### src/logic/bss_regs.svh
`ifndef BSS_REGS_SVH
`define BSS_REGS_SVH

// ----------------------------------------------------------------
// Boot source field codes
// ----------------------------------------------------------------
`define BSS_SRC_PINS       4'h0
`define BSS_SRC_PROG_FIRST 4'h1
`define BSS_SRC_QUAD       4'h2
`define BSS_SRC_MEM8       4'h3
`define BSS_SRC_MEM16      4'h4
`define BSS_SRC_MEM32      4'h5
`define BSS_SRC_USB_FIRST  4'h6
`define BSS_SRC_USB_SECOND 4'h7
`define BSS_SRC_SYNC       4'h8
`define BSS_SRC_PROG_FOURTH 4'h9
`define BSS_SRC_LAST       4'h9

// ----------------------------------------------------------------
// Strap pin patterns, pin three down to pin zero
// ----------------------------------------------------------------
`define BSS_STRAP_PROG     4'h0
`define BSS_STRAP_QUAD     4'h1
`define BSS_STRAP_MEM8     4'h2
`define BSS_STRAP_MEM16    4'h3

`endif

### src/logic/bss_pkg.sv
package bss_pkg;

  // ----------------------------------------------------------------
  // Selected boot source
  // ----------------------------------------------------------------
  typedef enum logic [3:0] {
    BSS_MODE_NONE,
    BSS_MODE_PROG_FIRST,
    BSS_MODE_PROG_FOURTH,
    BSS_MODE_QUAD_FLASH,
    BSS_MODE_SYNC_FLASH,
    BSS_MODE_MEM8,
    BSS_MODE_MEM16,
    BSS_MODE_MEM32,
    BSS_MODE_USB_FIRST,
    BSS_MODE_USB_SECOND
  } bss_mode_t;

  // ----------------------------------------------------------------
  // Pin function set for serial flash boot
  // ----------------------------------------------------------------
  typedef enum logic [1:0] {
    BSS_PINFN_DEFAULT,
    BSS_PINFN_QUAD,
    BSS_PINFN_SYNC
  } bss_pinfn_t;

endpackage : bss_pkg

### src/logic/bss_boot_source_selector.sv
`timescale 1ns/1ps
`include "bss_regs.svh"

// Overview of operation
// Source decoding applies only when the boot enable strap is low at reset.
// An unprogrammed fuse array or a zero field hands the choice to the four strap pins.
// Field 0001 selects programming on the first serial port, 1001 on the fourth.
// Field 0010 selects quad flash boot, 1000 classic flash on sync serial port zero.
// Fields 0011, 0100 and 0101 select static memory on chip select zero at 8, 16, 32 bits.
// Field 0110 selects the first USB port and 0111 the second.
// Strap patterns LLLL, LLLH, LLHL and LLHH select programming, quad flash, 8 and 16 bits.
// The pin function set for quad flash and for sync serial flash is driven at reset.
// Field values 1010 to 1111 fall back to strap decoding like zero.

module bss_boot_source_selector (
  // Clock and reset
  input  wire logic              clk,
  input  wire logic              rst_n,
  // Fuse array
  input  wire logic              otp_programmed,
  input  wire logic [3:0]        boot_source_field,
  // Board straps
  input  wire logic              boot_enable_strap,
  input  wire logic              strap_pin_three,
  input  wire logic              strap_pin_two,
  input  wire logic              strap_pin_one,
  input  wire logic              strap_pin_zero,
  // Boot selection
  output bss_pkg::bss_mode_t     boot_mode_q,
  output bss_pkg::bss_pinfn_t    pin_function_q,
  output logic                   selectable_q,
  output logic                   from_straps_q,
  output logic                   mode_valid_q
);

  // ----------------------------------------------------------------
  // Reset release
  // ----------------------------------------------------------------
  logic                rst_meta_q;
  logic                rst_sync_n;

  always_ff @(posedge clk or negedge rst_n) begin
    if (!rst_n) begin
      rst_meta_q <= 1'b0;
      rst_sync_n <= 1'b0;
    end else begin
      rst_meta_q <= 1'b1;
      rst_sync_n <= rst_meta_q;
    end
  end

  // ----------------------------------------------------------------
  // Fuse field decode
  // ----------------------------------------------------------------
  logic [3:0]          strap_code_w;
  logic                field_undef_w;
  logic                fuse_unused_w;
  logic                capture_w;
  bss_pkg::bss_mode_t  fuse_mode_w;
  bss_pkg::bss_mode_t  strap_mode_w;
  bss_pkg::bss_mode_t  sel_mode_w;
  bss_pkg::bss_pinfn_t pinfn_w;

  assign field_undef_w = boot_source_field > `BSS_SRC_LAST;
  assign fuse_unused_w = !otp_programmed ||
                         (boot_source_field == `BSS_SRC_PINS) ||
                         field_undef_w;

  assign fuse_mode_w =
    (boot_source_field == `BSS_SRC_PROG_FIRST)  ? bss_pkg::BSS_MODE_PROG_FIRST  :
    (boot_source_field == `BSS_SRC_PROG_FOURTH) ? bss_pkg::BSS_MODE_PROG_FOURTH :
    (boot_source_field == `BSS_SRC_QUAD)        ? bss_pkg::BSS_MODE_QUAD_FLASH  :
    (boot_source_field == `BSS_SRC_SYNC)        ? bss_pkg::BSS_MODE_SYNC_FLASH  :
    (boot_source_field == `BSS_SRC_MEM8)        ? bss_pkg::BSS_MODE_MEM8        :
    (boot_source_field == `BSS_SRC_MEM16)       ? bss_pkg::BSS_MODE_MEM16       :
    (boot_source_field == `BSS_SRC_MEM32)       ? bss_pkg::BSS_MODE_MEM32       :
    (boot_source_field == `BSS_SRC_USB_FIRST)   ? bss_pkg::BSS_MODE_USB_FIRST   :
    (boot_source_field == `BSS_SRC_USB_SECOND)  ? bss_pkg::BSS_MODE_USB_SECOND  :
                                                  bss_pkg::BSS_MODE_NONE;

  // ----------------------------------------------------------------
  // Strap decode
  // ----------------------------------------------------------------
  assign strap_code_w = {strap_pin_three, strap_pin_two, strap_pin_one, strap_pin_zero};

  // Patterns with pin three or two high have no defined source here
  assign strap_mode_w =
    (strap_code_w == `BSS_STRAP_PROG)  ? bss_pkg::BSS_MODE_PROG_FIRST :
    (strap_code_w == `BSS_STRAP_QUAD)  ? bss_pkg::BSS_MODE_QUAD_FLASH :
    (strap_code_w == `BSS_STRAP_MEM8)  ? bss_pkg::BSS_MODE_MEM8       :
    (strap_code_w == `BSS_STRAP_MEM16) ? bss_pkg::BSS_MODE_MEM16      :
                                         bss_pkg::BSS_MODE_NONE;

  // ----------------------------------------------------------------
  // Source selection
  // ----------------------------------------------------------------
  assign sel_mode_w = boot_enable_strap ? bss_pkg::BSS_MODE_NONE :
                      fuse_unused_w     ? strap_mode_w :
                                          fuse_mode_w;

  assign pinfn_w = (sel_mode_w == bss_pkg::BSS_MODE_QUAD_FLASH) ? bss_pkg::BSS_PINFN_QUAD :
                   (sel_mode_w == bss_pkg::BSS_MODE_SYNC_FLASH) ? bss_pkg::BSS_PINFN_SYNC :
                                                                  bss_pkg::BSS_PINFN_DEFAULT;

  // Sample once, in the first cycle after rst_sync_n release (third edge after rst_n release)
  assign capture_w = !mode_valid_q;

  // ----------------------------------------------------------------
  // Captured selection
  // ----------------------------------------------------------------
  always_ff @(posedge clk or negedge rst_sync_n) begin
    if (!rst_sync_n) begin
      mode_valid_q <= 1'b0;
    end else begin
      mode_valid_q <= 1'b1;
    end
  end

  always_ff @(posedge clk or negedge rst_sync_n) begin
    if (!rst_sync_n) begin
      boot_mode_q    <= bss_pkg::BSS_MODE_NONE;
      pin_function_q <= bss_pkg::BSS_PINFN_DEFAULT;
      selectable_q   <= 1'b0;
      from_straps_q  <= 1'b0;
    end else if (capture_w) begin
      boot_mode_q    <= sel_mode_w;
      pin_function_q <= pinfn_w;
      selectable_q   <= !boot_enable_strap;
      from_straps_q  <= !boot_enable_strap && fuse_unused_w;
    end
  end
endmodule : bss_boot_source_selector

### config.mk
export PLATFORM = sky130hd
export DESIGN_NAME = bss_boot_source_selector
export DESIGN_NICKNAME = d
export VERILOG_FILES = /design/src/logic/bss_pkg.sv /design/src/logic/bss_boot_source_selector.sv
export VERILOG_INCLUDE_DIRS = /design/src /design/src/logic
export SDC_FILE = /design/constraint.sdc
export NUM_CORES = 1
export LEC_CHECK = 0
export ABC_AREA = 0
export BUFFER_PORTS_ARGS = -buffer_cell sky130_fd_sc_hd__buf_2
export CAP_MARGIN = 5
export CELL_PAD_IN_SITES_DETAIL_PLACEMENT = 0
export CELL_PAD_IN_SITES_GLOBAL_PLACEMENT = 1
export CORE_MARGIN = 5
export CORE_UTILIZATION = 38
export DETAILED_ROUTE_END_ITERATION = 7
export PLACE_DENSITY_LB_ADDON = 0.1
export SLEW_MARGIN = 30
export SYNTH_ARGS = -nofsm -noshare
export SYNTH_HDL_FRONTEND = slang
export SYNTH_SLANG_ARGS = --single-unit
### constraint.sdc
create_clock -name clk -period 1.2 [get_ports clk]
set_input_delay 0.06 -clock clk [delete_from_list [all_inputs] [get_ports clk]]
set_output_delay 0.06 -clock clk [all_outputs]
set_load 0.01 [all_outputs]
==> results of run 1 <==
layer usage:
| layer | GRT usage [%] | part of all wire [%] |
|---|---|---|
| met5 | 0 | 0 |
| met4 | 5.11 | 1.3 |
| met3 | 5.03 | 7.4 |
| met2 | 19.2 | 45 |
| met1 | 16.8 | 46 |
sequential cells by signal, indices dropped and copies added (netlist names):
signal / flops
boot_mode_q: 4
from_straps_q: 1
mode_valid_q: 1
pin_function_q: 2
rst_meta_q: 1
rst_sync_n: 1
selectable_q: 1
layout make-up:
type                       instances  area share, %
sequential                        11           31.8
tap                               16           2.32
inverter                           3           1.30
timing repair buffer              34           24.0
clock buffer                       4           3.04
multi-input combinational         48           37.5
worst max path at each step:
stage / from / endpoint
final: mode_valid_q / pin_function_q[0]
after global routing: mode_valid_q / pin_function_q[0]
after CTS: mode_valid_q / pin_function_q[0]
after detailed placement: boot_source_field[2] / pin_function_q[1]
after global placement: boot_source_field[2] / pin_function_q[1]
after floorplan: mode_valid_q / boot_mode_q[0]
synth_stat cells, types with 2 or more instances:
library cell,n,area share (%)
o211ai_1,2,2.4
inv_1,3,1.8
dfrtp_1,11,44
nand2_1,9,5.4
a211oi_1,3,3.6
nor2_1,2,1.2
nand2b_1,3,3.0
nand3_1,2,1.6
o21ai_0,3,2.4
o31ai_2,2,4.0
cells by family (layout without fill, tap and decap cells):
| family | count (synthesis) | after routing | share of synthesized area, % |
|---|---|---|---|
| and+or+nand+nor | 22 | 22 | 18.3 |
| AOI/OAI and AO/OA | 22 | 22 | 28.6 |
| other | 1 | 2 | 0.596 |
| DFF | 11 | 11 | 43.7 |
| muxes | 2 | 2 | 3.38 |
| buffers and inverters | 6 | 41 | 5.37 |
per-stage QoR:
step	setup TNS, ns	worst slack (ns)	std cells
floorplan	0	0.0544	65
global placement	-0.0682	-0.0250	111
detailed placement	-0.0615	-0.0310	111
CTS	0	0.102	116
global route	0	0.0114	116
finish	0	0.105	116
where the power goes:
part	total, mW	internal [mW]	switching, mW
clock network	0.248	0.128	0.119
logic	0.188	0.0953	0.0928
registers	0.413	0.394	0.0193
repair_timing:
action | CTS | global route
gates resized for setup | 0 | 0
hold buffers | 1 | 0
setup endpoints to repair | 0 | 0
hold endpoints to repair | 2 | 0
==> run_results.csv, run 1 <==
group,metric,value,unit
status,outcome,"finished clean",
route,drt-initial-drc-count,14,
worst_setup_path,worstPathRequired,1.38,ns
yosys,synth.distinct_cells,34,
min_path,hp-start,"boot_enable_strap",
worst_setup_path,r2r-end,"pin_function_q[0]",
layout,final_common_cell,"buf_2",
pwr,peakVddDrop,0.668,mV
place,io_buffers,20,
worst_setup_path,crit_path_end_kind,"register",
layout,final_cell_mix,"buf_2 (20), buf_4 (13), dfrtp_1 (11)",
yosys,ys.flop_type,"dfrtp_1",
grt,grt.overflow.total,0,
grt,grt_usage,13.0,%
worst_setup_path,crit_arrival,1.28,ns
place,postPlaceCellArea,828,um2
min_path,min_delay_worst_endpoint,"boot_mode_q[1]",
route,wl_per_cell,12.6,um
grt,antenna_found_initial,0,
layout,ff_latch_area,275,um2
yosys,yosys_warnings,0,
layout,final_layout_size_suffix_gt1_share,41.0,%
worst_setup_path,path_delay_family,"flip-flops",
worst_setup_path,crit_path_start_kind,"register",
route,drc_errors,0,
floorplanning,coreArea,0.00154,mm2
yosys,ys_ff_latch,11,
min_path,whs_path_depth,2,
worst_setup_path,crit_chain,"nor2_1, o211ai_1, o31ai_2",
floorplanning,die_w,50.7,um
floorplanning,start_util,40.8,%
yosys,syn_area_per_cell,9.83,um2
yosys,syn_inst,64,
layout,syn_to_final_growth,37.4,%
timing,slew_viol_final,0,
clock_tree,cts_root_buf,"clkbuf_4",
timing,rsz0062_at_grt,"no",
timing,layout_min_cycle_time,1.10,ns
route,avgViaCountPerCell,5.35,
route,drt_pre_antenna_iters,4,
worst_setup_path,slowest_delay,0.47,ns
clock_tree,cts_buffers,3,
layout,post-route-util,56.1,%
floorplanning,die_area,0.00257,mm2
worst_setup_path,critPathSlowestCell,"dfrtp_1",
worst_setup_path,path_depth,3,
layout,multi_input_area,324,um2
route,finalWirelength,1.46,mm
place,gp_congestion,0.735,
place,dp_hpwl,1.19,mm
worst_setup_path,crit_type,"reg -> reg",
timing,setup_viol,0,
floorplanning,rows,14,
timing,fmax,0.913,GHz
yosys,synth_edf_count,0,
route,final_antenna_net_count,0,
floorplanning,io_pins,21,
timing,finalHoldViolations,0,
clock_tree,clkTransAtPathRegs,0.07,ns
yosys,syn_area,629,um2
grt,grt_pass1_wl,2.58,mm
clock_tree,post_cts_buffers,0,
clock_tree,clock_path_buffers,2,
timing,skew,0.00899,ns
worst_setup_path,r2r_cells,3,
worst_setup_path,rr_startpoint,"mode_valid_q",
pwr,leakage,0.448,nW
clock_tree,clock_latency,0.27,ns
worst_setup_path,r2r_setup_slack,0.10,ns
pwr,power,0.849,mW
layout,n_antenna_cell,0,
layout,nFillCells,143,
timing,whs,0.0638,ns
floorplanning,fp.dieH,50.7,um
yosys,synthArstFlopShare,100,%
timing,fin_crit_sh,91.3,%
job,maxCapViolations,0,
clock_tree,htree_levels,1,
clock_tree,cts.sinks,11,
grt,first_global_vias,602,
layout,nNetsFinal,113,
worst_setup_path,critical_path_peak_fanout,9,
layout,fin_area,865,um2
pwr,power_density,982,mW/mm2
route,vias,621,
yosys,ys_seq_area_share,43.7,%
worst_setup_path,path_buf_inv,0,
clock_tree,cts_tree,"built",
grt,grt_start_max_net_pins,10,
min_path,min_path_type,"in -> reg",
(Power assumes the default switching activity.)
==> inputs of run 2 (changes only) <==
Settings changed: RECOVER_POWER from default to 25.
==> run_results.csv, run 2 (synthesized netlist as in run 1, its figures left out) <==
group,metric,value,unit
status,outcome,"finished clean",
pwr,p_clk_share,29.2,%
job,maxCapViolations,0,
worst_setup_path,path_delay_family,"flip-flops",
worst_setup_path,slowest_delay,0.47,ns
route,wl_per_cell,12.5,um
timing,finalHoldViolations,0,
route,drt-initial-drc-count,14,
layout,largest_reg_flops,4,
worst_setup_path,crit_type,"reg -> reg",
floorplanning,coreArea,0.00154,mm2
layout,nNetsFinal,113,
place,postPlaceCellArea,828,um2
timing,setup_viol,0,
route,vias,621,
layout,fin_area,863,um2
layout,finalNonFillerCells,116,
route,final_antenna_net_count,0,
pwr,pwr-share-comb,22.1,%
layout,final_common_cell,"buf_2",
grt,grt.overflow.total,0,
floorplanning,fp.dieH,50.7,um
pwr,peakVddDrop,0.668,mV
timing,fmax,0.913,GHz
worst_setup_path,path_buf_inv,0,
timing,slew_viol_final,0,
route,finalWirelength,1.45,mm
worst_setup_path,critPathSlowestCell,"dfrtp_1",
grt,grt_start_max_net_pins,10,
route,drc_errors,0,
floorplanning,start_util,40.8,%
pwr,p_int,0.617,mW
clock_tree,clkTransAtPathRegs,0.07,ns
timing,fin_crit_sh,91.3,%
floorplanning,die_area,0.00257,mm2
timing,skew,0.00899,ns
place,dp_hpwl,1.19,mm
grt,antenna_found_initial,0,
layout,largest-register,"boot_mode_q",
worst_setup_path,crit_arrival,1.28,ns
worst_setup_path,crit_path_start_kind,"register",
place,gp_congestion,0.735,
pwr,seqPwrFrac,48.7,%
clock_tree,cts_buffers,3,
clock_tree,cts.sinks,11,
worst_setup_path,critical_path_peak_fanout,9,
layout,syn_to_final_growth,37.2,%
grt,grt_usage,13.0,%
pwr,netSwitchingPower,0.231,mW
clock_tree,cts_root_buf,"clkbuf_4",
layout,post-route-util,56.0,%
pwr,power_density,983,mW/mm2
worst_setup_path,worstPathRequired,1.38,ns
pwr,leakage,0.445,nW
worst_setup_path,crit_chain,"nor2_1, o211ai_1, o31ai_2",
floorplanning,io_pins,21,
layout,final_layout_size_suffix_gt1_share,40.0,%
place,place_inst,111,
pwr,swShare,27.3,%
grt,grt_pass1_wl,2.58,mm
clock_tree,clock_path_buffers,2,
timing,rsz0062_at_grt,"no",
layout,reg_top3,"boot_mode_q (4), pin_function_q (2)",
clock_tree,cts_tree,"built",
route,drt_pre_antenna_iters,4,
layout,n_antenna_cell,0,
floorplanning,rows,14,
clock_tree,clock_latency,0.27,ns
clock_tree,htree_levels,1,
timing,layout_min_cycle_time,1.10,ns
pwr,power,0.849,mW
worst_setup_path,crit_path_end_kind,"register",
floorplanning,die_w,50.7,um
route,avgViaCountPerCell,5.35,
grt,first_global_vias,602,
place,io_buffers,20,
min_path,min_path_type,"in -> reg",
layout,final_cell_mix,"buf_2 (19), buf_4 (13), dfrtp_1 (11)",
run 2: power groups by stage:
| stage | clock network [mW] | logic [mW] | registers [mW] |
|---|---|---|---|
| floorplan | 0 | 0.0863 | 0.427 |
| global placement | 0 | 0.186 | 0.420 |
| detailed placement | 0 | 0.187 | 0.421 |
| CTS | 0.260 | 0.190 | 0.414 |
| global route | 0.280 | 0.208 | 0.418 |
| finish | 0.248 | 0.188 | 0.413 |
run 2: path summary, 6_finish.rpt:
kind                                   start                 to  slack (ns)  cells past startpoint
max in group asynchronous         rst_sync_n     boot_mode_q[2]        0.79                      0
min in group asynchronous              rst_n         rst_meta_q        0.11                      2
max reg2reg                     mode_valid_q  pin_function_q[0]        0.10                      3
min reg2reg                       rst_sync_n     boot_mode_q[0]        0.14                      0
min                        boot_enable_strap     boot_mode_q[1]        0.06                      2
max                             mode_valid_q  pin_function_q[0]        0.10                      3
run 2: cell type report:
class                           count  area (um2)
Fill cell                         144         678
Sequential cell                    11         275
Tap cell                           16        20.0
Inverter                            3        11.3
Multi-Input combinational cell     48         324
Clock buffer                        4        26.3
Timing Repair Buffer               34         206
run 2: routing by layer:
| metal | global-route usage [%] | up-vias | part of all wire [%] |
|---|---|---|---|
| li1 | - | 310 | - |
| met1 | 16.8 | 288 | 46 |
| met2 | 19.2 | 21 | 45 |
| met3 | 5.03 | 2 | 7.4 |
| met4 | 5.11 | 0 | 1.3 |
| met5 | 0 | - | 0 |
run 2: timing repair:
item / 4_1_cts / 5_1_grt
hold buffers: 1 / 0
endpoints found under the hold margin: 2 / 0
resized for setup: 0 / 0
buffers inserted: 0 / 0
run 2: metrics by stage:
stage                     TNS, ns  worst slack (ns)  hold WS (ns)
final                           0             0.105        0.0638
after detailed placement  -0.0615           -0.0310        -0.154
after floorplan                 0            0.0544        -0.236
after CTS                       0             0.102        0.0540
after global placement    -0.0682           -0.0250        -0.155
after global routing            0            0.0114        0.0704
